**config.mk**
```make
export PLATFORM = sky130hd
export DESIGN_NAME = nvc_top
export DESIGN_NICKNAME = d
export VERILOG_FILES = /design/src/common/nvc_pkg.sv /design/src/rtl/nvc_top.sv
export VERILOG_INCLUDE_DIRS = /design/src /design/src/common
export SDC_FILE = /design/constraint.sdc
export NUM_CORES = 1
export LEC_CHECK = 0
export BUFFER_PORTS_ARGS = -buffer_cell sky130_fd_sc_hd__buf_4
export CORE_MARGIN = 2
export CORE_UTILIZATION = 25
export DETAILED_ROUTE_END_ITERATION = 10
export GPL_ROUTABILITY_DRIVEN = 1
export PLACE_DENSITY = 0.5
export SETUP_SLACK_MARGIN = 0.3
export SLEW_MARGIN = 20
export SYNTH_ARGS = -nofsm -noshare
export SYNTH_HDL_FRONTEND = slang
export SYNTH_SLANG_ARGS = --single-unit
```
**constraint.sdc**
```tcl
create_clock -name clk -period 2.8 [get_ports clk]
set_input_delay 0.42 -clock clk [delete_from_list [all_inputs] [get_ports clk]]
set_output_delay 0.42 -clock clk [all_outputs]
set_load 0.01 [all_outputs]
```
**src/common/nvc_regs.svh**
```systemverilog
// Register offsets, field positions, command codes and reset values
// of the nonvolatile command control block.
// Assumes byte-wide registers on a plain strobe port, one clock.
//
// Overview of operation
// Full-chip and EEPROM-only erase codes start their erase on the write itself.
// Other valid codes only arm a mode; a CPU store starts the array operation.
// Software passes through no-command or no-operation between two commands.
// Code 0x02 arms flash write; code 0x08 arms single flash page erase.
// Codes 0x09 to 0x0D arm flash erase of 2, 4, 8, 16, 32 pages.
// Code 0x12 arms EEPROM write; 0x13 arms EEPROM erase then write.
// Code 0x18 arms EEPROM byte erase; 0x19 to 0x1D erase 2 to 32 bytes.
// Full-chip erase only from programming port; preserve fuse keeps EEPROM intact.
// Reserved or unsupported command code sets error code to invalid command.
// Store into a protected section is blocked and sets write-protect error.
// New write or erase command during an ongoing one sets collision error.
// Error field in status 6:4 holds last error; writing zero clears it.
// Status bit 1 reads one while EEPROM programming is in progress.
// Status bit 0 reads one while flash programming is in progress.
// Mapping lock freezes the flash window field; only reset clears the lock.
// Window field in bits 5:4 selects block; every setting maps block zero.
// Window field writes need no unlock; other protection bits need it.
// Application data protect bit blocks data section writes until reset.
// Application code protect bit blocks code section writes until reset.
// Active boot protection: foreign reads of boot give zero, fetches a no-op.
// Boot protect bit written only from boot, reset clears, acts after leaving.
// Command and protection registers change only inside the unlock window; the window field 5:4 changes without it.
// EEPROM ready flag stays set while EEPROM idle; writing one clears it.
// Interrupt asserted while ready flag and enable both set, until flag cleared.
// Unused and reserved bits read zero and ignore writes.
`ifndef NVC_REGS_SVH
`define NVC_REGS_SVH
`define NVC_OFS_CMD 4'h0
`define NVC_OFS_PMAP 4'h1
`define NVC_OFS_STAT 4'h2
`define NVC_OFS_IEN 4'h3
`define NVC_OFS_IFLG 4'h4
`define NVC_OFS_DATA0 4'h6
`define NVC_OFS_DATA1 4'h7
`define NVC_OFS_ADDR0 4'h8
`define NVC_OFS_ADDR1 4'h9
`define NVC_OFS_ADDR2 4'hA
`define NVC_CMD_NONE 7'h00
`define NVC_CMD_NOP 7'h01
`define NVC_CMD_FLASH_WRITE_ARM 7'h02
`define NVC_CMD_FLPE 7'h08
`define NVC_CMD_FLMP32 7'h0D
`define NVC_CMD_EEPROM_WRITE_ARM 7'h12
`define NVC_CMD_EEEW 7'h13
`define NVC_CMD_EEBE 7'h18
`define NVC_CMD_EEMB32 7'h1D
`define NVC_CMD_CHIP 7'h20
`define NVC_CMD_EEALL 7'h30
`define NVC_ERR_NONE 3'h0
`define NVC_ERR_BADCMD 3'h1
`define NVC_ERR_PROT 3'h2
`define NVC_ERR_COLL 3'h3
`define NVC_CMD_F 6:0
`define NVC_PM_LOCK 7
`define NVC_PM_MAP 5:4
`define NVC_PM_ADWP 2
`define NVC_PM_BRP 1
`define NVC_PM_ACWP 0
`define NVC_ST_ERR 6:4
`define NVC_ST_EEB 1
`define NVC_ST_FB 0
`define NVC_IRQ_BIT 0
`define NVC_B0 7:0
`define NVC_B1 15:8
`define NVC_B2 23:16
`define NVC_MAP_RST 2'h3
`define NVC_MAP_BLOCK0 2'h0
`define NVC_SEC_BOOT 2'h0
`define NVC_SEC_CODE 2'h1
`define NVC_SEC_DATA 2'h2
`define NVC_SEC_EE 2'h3
`endif

```
**src/common/nvc_pkg.sv**
```systemverilog
// Types of the nonvolatile command control block.
// Assumes nvc_regs.svh supplies the numeric constants.
package nvc_pkg;
  // Whole state of the block, registered in one place
  typedef struct packed {
    logic [6:0] cmd;
    logic lock;
    logic [1:0] map;
    logic ad_wp;
    logic b_rp;
    logic b_rp_act;
    logic ac_wp;
    logic [2:0] err;
    logic ee_busy;
    logic fl_busy;
    logic ie;
    logic ee_rdy;
    logic [15:0] data;
    logic [23:0] addr;
    logic [7:0] rdata;
    logic op_start;
    logic [6:0] op_cmd;
    logic [23:0] op_addr;
    logic [15:0] op_data;
    logic op_skip;
    logic [15:0] cpu_rdata;
    logic cpu_rvalid;
    logic st_rdy;
    logic [1:0] mblk;
    logic irq;
  } nvc_state_t;
endpackage

```
**src/rtl/nvc_top.sv**
```systemverilog
// Command, protection and status front end of the flash/EEPROM controller.
// Assumes the CPU, unlock logic and arrays all run on clk; no input is
// synchronised here. Arrays report completion with one-cycle done pulses.
`timescale 1ns/100ps
`include "nvc_regs.svh"

module nvc_top
  import nvc_pkg::*;
#(
  parameter logic [15:0] NOP_WORD = 16'h0000
) (
  input wire logic clk,
  input wire logic reset,
  input wire logic clk_en,
  input wire logic [3:0] reg_addr,
  input wire logic [7:0] reg_wdata,
  input wire logic reg_wr,
  input wire logic reg_rd,
  output logic [7:0] reg_rdata,
  input wire logic ccp_unlock,
  input wire logic from_prog_port,
  input wire logic pc_in_boot,
  input wire logic eeprom_preserve_fuse,
  input wire logic store_valid,
  input wire logic [1:0] store_section,
  input wire logic [23:0] store_addr,
  input wire logic [15:0] store_data,
  input wire logic flash_done,
  input wire logic eeprom_done,
  input wire logic mem_rd_valid,
  input wire logic mem_rd_fetch,
  input wire logic mem_rd_boot,
  input wire logic [15:0] mem_rd_data,
  output logic [15:0] cpu_rd_data,
  output logic cpu_rd_valid,
  output logic op_start,
  output logic [6:0] op_cmd,
  output logic [23:0] op_addr,
  output logic [15:0] op_data,
  output logic op_skip_eeprom,
  output logic store_ready,
  output logic [1:0] flash_window,
  output logic [1:0] mapped_block,
  output logic irq
);

  nvc_state_t st_r;
  nvc_state_t st_nxt;

  // No-command or no-operation: nothing armed
  function automatic logic is_idle_code(input logic [6:0] c);
    is_idle_code = (c == `NVC_CMD_NONE) || (c == `NVC_CMD_NOP);
  endfunction

  // Flash write and page erase arming codes
  function automatic logic is_fl_arm(input logic [6:0] c);
    is_fl_arm = (c == `NVC_CMD_FLASH_WRITE_ARM) ||
                ((c >= `NVC_CMD_FLPE) && (c <= `NVC_CMD_FLMP32));
  endfunction

  // EEPROM write, erase-write and byte erase arming codes
  function automatic logic is_ee_arm(input logic [6:0] c);
    is_ee_arm = (c == `NVC_CMD_EEPROM_WRITE_ARM) || (c == `NVC_CMD_EEEW) ||
                ((c >= `NVC_CMD_EEBE) && (c <= `NVC_CMD_EEMB32));
  endfunction

  // Every code that the command field accepts
  function automatic logic is_valid(input logic [6:0] c);
    is_valid = is_idle_code(c) || is_fl_arm(c) || is_ee_arm(c) ||
               (c == `NVC_CMD_CHIP) || (c == `NVC_CMD_EEALL);
  endfunction

  // Next state of the whole block
  always_comb begin
    logic hw_err;
    logic [2:0] hw_code;
    logic [6:0] code;
    logic sec_prot;
    logic sec_ee;
    logic start_fl;
    logic start_ee;
    hw_err = 1'b0;
    hw_code = `NVC_ERR_NONE;
    code = reg_wdata[`NVC_CMD_F];
    sec_prot = 1'b0;
    sec_ee = 1'b0;
    start_fl = 1'b0;
    start_ee = 1'b0;
    st_nxt = st_r;

    // Pulses and read data last one cycle only
    st_nxt.op_start = 1'b0;
    st_nxt.rdata = 8'h00;
    st_nxt.cpu_rvalid = 1'b0;

    // Command field, only inside the unlock window
    if (reg_wr && (reg_addr == `NVC_OFS_CMD) && ccp_unlock) begin
      if (is_idle_code(code)) begin
        st_nxt.cmd = code;
      end else if (!is_valid(code)) begin
        hw_err = 1'b1;
        hw_code = `NVC_ERR_BADCMD;
      end else if ((code == `NVC_CMD_CHIP) && !from_prog_port) begin
        // CPU may not issue chip erase; report as unsupported
        hw_err = 1'b1;
        hw_code = `NVC_ERR_BADCMD;
      end else if ((!is_idle_code(st_r.cmd) && (code != st_r.cmd)) ||
                   st_r.fl_busy || st_r.ee_busy) begin
        // Command left unchanged so the ongoing one keeps its mode
        hw_err = 1'b1;
        hw_code = `NVC_ERR_COLL;
      end else begin
        st_nxt.cmd = code;
        if (code == `NVC_CMD_CHIP) begin
          // Protection bits do not stop a chip erase
          start_fl = 1'b1;
          start_ee = !eeprom_preserve_fuse;
          st_nxt.op_start = 1'b1;
          st_nxt.op_cmd = code;
          st_nxt.op_skip = eeprom_preserve_fuse;
        end else if (code == `NVC_CMD_EEALL) begin
          start_ee = 1'b1;
          st_nxt.op_start = 1'b1;
          st_nxt.op_cmd = code;
          st_nxt.op_skip = 1'b0;
        end
      end
    end

    // Protection and window register
    if (reg_wr && (reg_addr == `NVC_OFS_PMAP)) begin
      if (!st_r.lock) begin
        st_nxt.map = reg_wdata[`NVC_PM_MAP];
      end
      if (ccp_unlock) begin
        // Set-only bits: software never clears them
        st_nxt.lock = st_r.lock | reg_wdata[`NVC_PM_LOCK];
        st_nxt.ad_wp = st_r.ad_wp | reg_wdata[`NVC_PM_ADWP];
        st_nxt.ac_wp = st_r.ac_wp | reg_wdata[`NVC_PM_ACWP];
        if (pc_in_boot) begin
          st_nxt.b_rp = st_r.b_rp | reg_wdata[`NVC_PM_BRP];
        end
      end
    end

    // Boot protection arms once execution has left boot
    if (st_r.b_rp && !pc_in_boot) begin
      st_nxt.b_rp_act = 1'b1;
    end

    // Error field: software may write it, zero clears it
    if (reg_wr && (reg_addr == `NVC_OFS_STAT)) begin
      st_nxt.err = reg_wdata[`NVC_ST_ERR];
    end

    // Interrupt enable
    if (reg_wr && (reg_addr == `NVC_OFS_IEN)) begin
      st_nxt.ie = reg_wdata[`NVC_IRQ_BIT];
    end

    // Data and address registers are software writable too
    if (reg_wr) begin
      unique case (reg_addr)
        `NVC_OFS_DATA0: st_nxt.data[`NVC_B0] = reg_wdata;
        `NVC_OFS_DATA1: st_nxt.data[`NVC_B1] = reg_wdata;
        `NVC_OFS_ADDR0: st_nxt.addr[`NVC_B0] = reg_wdata;
        `NVC_OFS_ADDR1: st_nxt.addr[`NVC_B1] = reg_wdata;
        `NVC_OFS_ADDR2: st_nxt.addr[`NVC_B2] = reg_wdata;
        default: ;
      endcase
    end

    // CPU store carries out the armed mode
    if (store_valid) begin
      st_nxt.addr = store_addr;
      sec_ee = (store_section == `NVC_SEC_EE);
      sec_prot = ((store_section == `NVC_SEC_CODE) && st_r.ac_wp) ||
                 ((store_section == `NVC_SEC_DATA) && st_r.ad_wp);
      if ((is_fl_arm(st_r.cmd) && !sec_ee) ||
          (is_ee_arm(st_r.cmd) && sec_ee)) begin
        if (sec_prot) begin
          hw_err = 1'b1;
          hw_code = `NVC_ERR_PROT;
        end else if (!st_r.fl_busy && !st_r.ee_busy) begin
          // Busy array: store is dropped, store_ready warns ahead
          start_fl = !sec_ee;
          start_ee = sec_ee;
          st_nxt.op_start = 1'b1;
          st_nxt.op_cmd = st_r.cmd;
          st_nxt.op_addr = store_addr;
          st_nxt.op_data = store_data;
          st_nxt.op_skip = 1'b0;
        end
      end
    end

    // Hardware error wins over a software write in the same cycle
    if (hw_err) begin
      st_nxt.err = hw_code;
    end

    // Busy flags: a start wins over a done
    if (start_fl) begin
      st_nxt.fl_busy = 1'b1;
    end else if (flash_done) begin
      st_nxt.fl_busy = 1'b0;
    end
    if (start_ee) begin
      st_nxt.ee_busy = 1'b1;
    end else if (eeprom_done) begin
      st_nxt.ee_busy = 1'b0;
    end
    st_nxt.st_rdy = !st_nxt.fl_busy && !st_nxt.ee_busy;

    // Ready flag is forced high whenever EEPROM is idle
    if (!st_nxt.ee_busy) begin
      st_nxt.ee_rdy = 1'b1;
    end else if (reg_wr && (reg_addr == `NVC_OFS_IFLG) &&
                 reg_wdata[`NVC_IRQ_BIT]) begin
      st_nxt.ee_rdy = 1'b0;
    end
    // Level request follows the registered flag and enable
    st_nxt.irq = st_nxt.ee_rdy & st_nxt.ie;

    // Window field has no effect on which block is mapped
    st_nxt.mblk = `NVC_MAP_BLOCK0;

    // Array reads, filtered by boot read protection
    if (mem_rd_valid) begin
      st_nxt.cpu_rvalid = 1'b1;
      if (st_r.b_rp_act && mem_rd_boot && mem_rd_fetch) begin
        st_nxt.cpu_rdata = NOP_WORD;
      end else if (st_r.b_rp_act && mem_rd_boot && !pc_in_boot) begin
        st_nxt.cpu_rdata = 16'h0000;
      end else begin
        st_nxt.cpu_rdata = mem_rd_data;
      end
      st_nxt.data = st_nxt.cpu_rdata;
    end

    // Register read; unused bits and offsets give zero
    if (reg_rd) begin
      unique case (reg_addr)
        `NVC_OFS_CMD: st_nxt.rdata[`NVC_CMD_F] = st_r.cmd;
        `NVC_OFS_PMAP: begin
          st_nxt.rdata[`NVC_PM_LOCK] = st_r.lock;
          st_nxt.rdata[`NVC_PM_MAP] = st_r.map;
          st_nxt.rdata[`NVC_PM_ADWP] = st_r.ad_wp;
          st_nxt.rdata[`NVC_PM_BRP] = st_r.b_rp;
          st_nxt.rdata[`NVC_PM_ACWP] = st_r.ac_wp;
        end
        `NVC_OFS_STAT: begin
          st_nxt.rdata[`NVC_ST_ERR] = st_r.err;
          st_nxt.rdata[`NVC_ST_EEB] = st_r.ee_busy;
          st_nxt.rdata[`NVC_ST_FB] = st_r.fl_busy;
        end
        `NVC_OFS_IEN: st_nxt.rdata[`NVC_IRQ_BIT] = st_r.ie;
        `NVC_OFS_IFLG: st_nxt.rdata[`NVC_IRQ_BIT] = st_r.ee_rdy;
        `NVC_OFS_DATA0: st_nxt.rdata = st_r.data[`NVC_B0];
        `NVC_OFS_DATA1: st_nxt.rdata = st_r.data[`NVC_B1];
        `NVC_OFS_ADDR0: st_nxt.rdata = st_r.addr[`NVC_B0];
        `NVC_OFS_ADDR1: st_nxt.rdata = st_r.addr[`NVC_B1];
        `NVC_OFS_ADDR2: st_nxt.rdata = st_r.addr[`NVC_B2];
        default: st_nxt.rdata = 8'h00;
      endcase
    end
  end

  // Single register stage; clock enable freezes everything but reset
  always_ff @(posedge clk) begin
    if (reset) begin
      st_r <= '0;
      st_r.map <= `NVC_MAP_RST;
    end else if (clk_en) begin
      st_r <= st_nxt;
    end
  end

  // Outputs straight from the state register
  assign reg_rdata = st_r.rdata;
  assign cpu_rd_data = st_r.cpu_rdata;
  assign cpu_rd_valid = st_r.cpu_rvalid;
  assign op_start = st_r.op_start;
  assign op_cmd = st_r.op_cmd;
  assign op_addr = st_r.op_addr;
  assign op_data = st_r.op_data;
  assign op_skip_eeprom = st_r.op_skip;
  assign store_ready = st_r.st_rdy;
  assign flash_window = st_r.map;
  assign mapped_block = st_r.mblk;
  assign irq = st_r.irq;

endmodule

```
=== Word-level counts from Yosys, hierarchy flattened ===
Index checks and enable logic that the tools add are counted.

* Flip-flop bits (word level): 137
* Bits in latches: 0
* Bits in writable memories: 0
* Bits in read-only memories: 0
* Bits of input ports: 85
* Output and inout bits: 80
* Logic and storage cells: 227
* Memories: 0

* Add/sub/neg operators: 0
* Multipliers: 0
* Divide/modulo/power cells: 0
* Order comparisons: 8
* Equality and inequality tests: 25
* Shift operators: 0
* Muxes and demuxes: 87
* Bitwise operators: 7
* Reduce and logical (&&, ||, !) cells: 73

{| class="wikitable"
|+ Operators by type and width
! kind !! count
|-
| two-way mux 49 bit || 4
|-
| two-way mux 8 bit || 13
|-
| two-way mux 16 bit || 3
|-
| two-way mux 1 bit || 44
|-
| two-way mux 40 bit || 1
|-
| == test 7 x 5 -> 1 bit (second input constant) || 4
|-
| two-way mux 7 bit || 4
|-
| two-way mux 24 bit || 1
|-
| logical AND 1 bit || 23
|-
| AND reduction 3 bit || 7
|-
| nonzero test 2 bit || 9
|-
| logical OR 1 bit || 16
|-
| one-hot mux 2 bit (8 select lines) || 1
|-
| two-way mux 3 bit || 5
|-
| == test 7 x 1 -> 1 bit (second input constant) || 2
|-
| == test 7 x 2 -> 1 bit (second input constant) || 2
|-
| == test 7 x 6 -> 1 bit (second input constant) || 2
|-
| greater-or-equal comparator 7 x 4 -> 1 bit (second input constant) || 2
|-
| greater-or-equal comparator 7 x 5 -> 1 bit (second input constant) || 2
|-
| less-or-equal comparator 7 x 4 -> 1 bit (second input constant) || 2
|-
| less-or-equal comparator 7 x 5 -> 1 bit (second input constant) || 2
|-
| logical NOT 7 bit || 2
|-
| one-hot mux 1 bit (7 select lines) || 2
|-
| == test 4 x 3 -> 1 bit (second input constant) || 3
|-
| other kinds (19) || 44
|}

=== Depth between registers and ports, before layout ===
* Word-level depth: 18
* Mapped depth: 9
* Gate-level depth less buffers: 6

=== Worst setup path after synthesis ===
OpenSTA, ideal clock, no wires.

* Path kind: input -> register
* From: input port reg_wdata[1]
* To: register st_r, in the netlist op_cmd[1]
* Setup time: 0.117 ns
* Data arrival time: 2.093 ns
* Required time: 2.683 ns
* Path slack: 0.590 ns
* Stages on the path: 8
* Path buffers: 2
* Cells stage by stage: buf_6 -> or3_4 -> or4_4 -> nor2_4 -> and2_4 -> buf_6 -> a311oi_4 -> a22o_1

* Word-level cells in the longest chain between the ends: 14
* Elaborated cells between the ends (all ways): 37
* Classes of those cells: order compare: 4; eq/ne: 7; mux: 11; reduce/logical: 15

{| class="wikitable"
|+ Ends and longest elaborated chain
! element !! RTL line !! RTL
|-
| start, declared || nvc_top.sv:16 || <nowiki>input wire logic [7:0] reg_wdata,</nowiki>
|-
| greater-or-equal comparator 7 x 4 -> 1 bit (no source line) / less-or-equal comparator 7 x 4 -> 1 bit (equally long branches) || - ||
|-
| logical AND 1 bit || nvc_top.sv:58 || <nowiki>((c >= `NVC_CMD_FLPE) && (c <= `NVC_CMD_FLMP32));</nowiki>
|-
| logical OR 1 bit || nvc_top.sv:57 || <nowiki>is_fl_arm = (c == `NVC_CMD_FLASH_WRITE_ARM) ||</nowiki>
|-
| logical OR 1 bit (4 in series) || nvc_top.sv:69 || <nowiki>is_valid = is_idle_code(c) || is_fl_arm(c) || is_ee_arm(c) ||</nowiki>
|-
| two-way mux 8 bit || nvc_top.sv:100 || <nowiki>end else if (!is_valid(code)) begin</nowiki>
|-
| two-way mux 8 bit (*) || nvc_top.sv:98 || <nowiki>if (is_idle_code(code)) begin</nowiki>
|-
| two-way mux 8 bit (*) || nvc_top.sv:97 || <nowiki>if (reg_wr && (reg_addr == `NVC_OFS_CMD) && ccp_unlock) begin</nowiki>
|-
| two-way mux 49 bit || nvc_top.sv:184 || <nowiki>end else if (!st_r.fl_busy && !st_r.ee_busy) begin</nowiki>
|-
| two-way mux 49 bit || nvc_top.sv:181 || <nowiki>if (sec_prot) begin</nowiki>
|-
| two-way mux 49 bit || nvc_top.sv:179 || <nowiki>if ((is_fl_arm(st_r.cmd) && !sec_ee) ||</nowiki>
|-
| two-way mux 49 bit (*) || nvc_top.sv:174 || <nowiki>if (store_valid) begin</nowiki>
|-
| end signal, assigned || nvc_top.sv:275 || <nowiki>st_r <= st_nxt;</nowiki>
|-
| end, declared || nvc_top.sv:47 || <nowiki>nvc_state_t st_r;</nowiki>
|}

Every way passes the cells marked *; elsewhere a longest branch is shown, timed or not.
A chain may end at the register's enable or synchronous reset.

=== Final worst setup path ===
* From: register st_r[133] in the netlist's numbering
* To: register st_r, in the netlist op_cmd[1]

* Word-level cells in the longest chain between the ends: 15
* Elaborated cells between the ends (all ways): 32
* Classes of those cells: order compare: 4; eq/ne: 5; mux: 9; reduce/logical: 14

{| class="wikitable"
|+ Ends and longest elaborated chain
! element !! RTL line !! RTL
|-
| == test 7 x 1 -> 1 bit (no source line) / logical NOT 7 bit (equally long branches) || - ||
|-
| logical OR 1 bit || nvc_top.sv:52 || <nowiki>is_idle_code = (c == `NVC_CMD_NONE) || (c == `NVC_CMD_NOP);</nowiki>
|-
| logical NOT 1 bit || nvc_top.sv:107 || <nowiki>end else if ((!is_idle_code(st_r.cmd) && (code != st_r.cmd)) ||</nowiki>
|-
| logical AND 1 bit || nvc_top.sv:107 ||
|-
| logical OR 1 bit || nvc_top.sv:107 ||
|-
| logical OR 1 bit || nvc_top.sv:108 || <nowiki>st_r.fl_busy || st_r.ee_busy) begin</nowiki>
|-
| two-way mux 8 bit || nvc_top.sv:107 ||
|-
| two-way mux 8 bit || nvc_top.sv:103 || <nowiki>end else if ((code == `NVC_CMD_CHIP) && !from_prog_port) begin</nowiki>
|-
| two-way mux 8 bit || nvc_top.sv:100 ||
|-
| two-way mux 8 bit || nvc_top.sv:98 ||
|-
| two-way mux 8 bit || nvc_top.sv:97 ||
|-
| two-way mux 49 bit || nvc_top.sv:184 ||
|-
| two-way mux 49 bit || nvc_top.sv:181 ||
|-
| two-way mux 49 bit || nvc_top.sv:179 ||
|-
| two-way mux 49 bit (*) || nvc_top.sv:174 ||
|}

Marks and branches as above.

==> reports/metrics.yaml <==
yosys:
  seq_area_frac_synth_pct: 40.7
  yosys-top-cells-area: "dfxtp_1 41%, buf_4 8.6%, a21oi_1 7.8%, nand2_1 6.6%, nor2_1 4.1%"
  synth_top_area_share_pct: 40.7
  ys_seq_elements: 137
  synth_cell_types: 66
  syn_avg_cell_area_um2: 8.11
  yosys.area.top_type: "dfxtp_1"
  synth_area_um2: 6730
  async_flop_share_pct: 0
  ys_warn_count: 0
  synth_cells: 830
  synth_ff_type: "dfxtp_1"
  synth-edff-count: 0
routing:
  vias_per_cell: 4.88
  drt-initial-drc-count: 571
  wl_per_cell_um: 18.5
  dr.pass1.iters: 5
  route.detailed.drc: 0
  wirelength_um: 23000
  vias: 6075
  ant_nets: 0
worst_setup_path:
  crit_path_max_incr_delay_ns: 0.60
  path_buf_inv: 0
  cp_max_fo: 10
  critPathKind: "register to register"
  arrival_ns: 2.46
  path_cells: "xnor2_1 > nand4_1 > o21ai_2 > and2_4 > a311oi_4 > a22o_1"
  cp.required_ns: 3.12
  crit_path_start_kind: "register"
  crit_family: "compound AO/OA/AOI/OAI gates"
  endpoint_kind: "register"
  cp_slowest_cell: "dfxtp_1"
layout:
  fillerInstances: 2897
  seq_area_um2: 2740
  final_nets: 976
  multiInputGateArea_um2: 3090
  drive_above_1_share_pct: 24.5
  syn2layout_area_growth_pct: 21.6
  num_antenna_cells: 0
  final_common_cell: "buf_4"
  final_cell_mix: "173 x buf_4, 137 x dfxtp_1, 119 x nand2_1"
  stdcell_area_um2: 8190
place:
  finalWeightedCongestion: 0.853
  place_area_um2: 7650
  portBuffers: 162
  hpwlAfterDp_um: 16600
pwr:
  ir_drop_mv: 0.317
  p_seq_share_pct: 44.1
  net-switching-power_mw: 1.19
  p_comb_share_pct: 10.5
  intPower_mw: 3.47
  swShare_pct: 25.6
  clock_power_share_pct: 45.4
  powerDensity_nw_per_um2: 569
  leakage_nw: 3.11
die:
  rows: 60
  core_area_um2: 26700
  pin_count: 165
  start_util_pct: 25.2
  die-area_um2: 28300
  floorplan.die.width_um: 168
  die_h_um: 168
worst_hold_path:
  hold_class: "input pin to register"
clocking:
  cts_tree: "yes"
  worstSkewPairLatency_ns: 0.43
  htree_levels: 4
  clkSlewWorstSetupHoldPaths_ns: 0.06
  root_buffer: "clkbuf_16"
  clock_sinks: 137
  post_cts_resized: 0
  post_cts_buffers: 0
  clock_path_buffers: 2
  cts_hold_buf: 0
  cts_buffers: 17
sta:
  worst_pin_slew_ns: 0.654
  max_slew_margin_pct: 56.4
  slew_violations: 0
  finalHoldViolCount: 0
  timing.setup.tns_ns: 0
  min_period_over_period_pct: 76.4
  min_period_ns: 2.14
  fmax_ghz: 0.467
  whs_ns: 0.247
  finalSetupViolations: 0
  skew_ns: 0.0114
  rsz0062_at_grt: "no"
outcome:
  status: "finished, final reports clean"
global_routing:
  antenna_found_initial: 0
  grt_pass1_vias: 5757
  grt_pass1_wl_um: 34700
  grt_max_degree: 128
  overflow: 0
  track_usage_pct: 16.1
job:
  max-cap-violations: 0
[worst reg2reg max path: cells and delay by family, from the launching register on]
family,cells,cell delay (ns)
XOR/XNOR,1,0.17
AND/OR/NAND/NOR,2,0.43
flip-flops,1,0.60
AO/OA/AOI/OAI,3,0.84
[stage by stage]
stage          setup WS, ns  power [mW]  utilization (%)  instances
6_report              0.661        4.66             30.6       1244
2_1_floorplan         0.590        2.36                -        831
3_3_place_gp          0.499        2.58             28.6       1213
5_1_grt               0.385        4.87             30.6       1244
4_1_cts               0.648        4.73             30.6       1244
3_5_place_dp          0.473        2.58             28.6       1213
[cell usage after synthesis, types with 3 or more instances]
library cell  number
dfxtp_1          137
nand2_1          119
a21oi_1          105
buf_4             77
nor2_1            73
clkbuf_1          39
nand3_1           38
a211oi_1          28
a22oi_1           19
a311oi_1          17
nor2b_1           14
nand2b_1          13
inv_1             11
a31oi_1           10
a22o_1             9
buf_2              9
o21ai_0            8
buf_6              7
xnor2_1            7
a31o_2             6
nand4_1            6
nor3_1             6
a222oi_1           5
and2_1             4
and3_1             4
mux2i_1            4
nor3b_1            4
nor4_1             3
o2111ai_1          3
o211ai_1           3
[power by group through the flow]
stage	Combinational, mW	Clock (mW)	Sequential [mW]
3_5_place_dp	0.490	0	2.10
5_1_grt	0.536	2.27	2.06
6_report	0.488	2.12	2.06
2_1_floorplan	0.282	0	2.08
4_1_cts	0.491	2.18	2.05
3_3_place_gp	0.487	0	2.10
[sequential cells by signal (all words and copies together) (netlist names)]
name and cells:
cpu_rd_data 16, cpu_rd_valid 1, flash_window 2, irq 1, op_addr 24, op_cmd 7
op_data 16, op_skip_eeprom 1, op_start 1, reg_rdata 8, st_r 59, store_ready 1
[layer usage]
layer  GRT usage [%]  part of all wire (%)  up-vias  wire (um)
met5               0                     0        -          0
met4            6.37                   2.9        0        668
met3            4.04                   6.0       26       1380
met2            24.5                    43      199       9990
met1            21.9                    48     2870      10900
li1                -                     -     2980          -
[cell type report]
cell class	count	share of cell area, %
flip-flops and latches	137	33.5
multi-input cells	548	37.8
clock inverters	8	0.886
clock buffers	23	5.72
repair buffers	175	16.4
inverters	12	0.550
well taps	341	5.21
[kinds of logic after synthesis]
group	share of synthesized area (%)
other	0.0557
AO/OA/AOI/OAI	23.9
buffers and inverters	13.4
XOR/XNOR	0.911
flip-flops	40.7
AND/OR/NAND/NOR	20.4
multiplexers	0.595
[worst paths after layout]
check	start	endpoint	slack (ns)	cells after the start
max reg2reg	st_r[133]	op_cmd[1]	0.66	6
min reg2reg	cpu_rd_data[11]	cpu_rd_data[11]	0.45	2
max	st_r[133]	op_cmd[1]	0.66	6
min	store_data[8]	op_data[8]	0.25	3
Power figures use the tool's default switching activity.
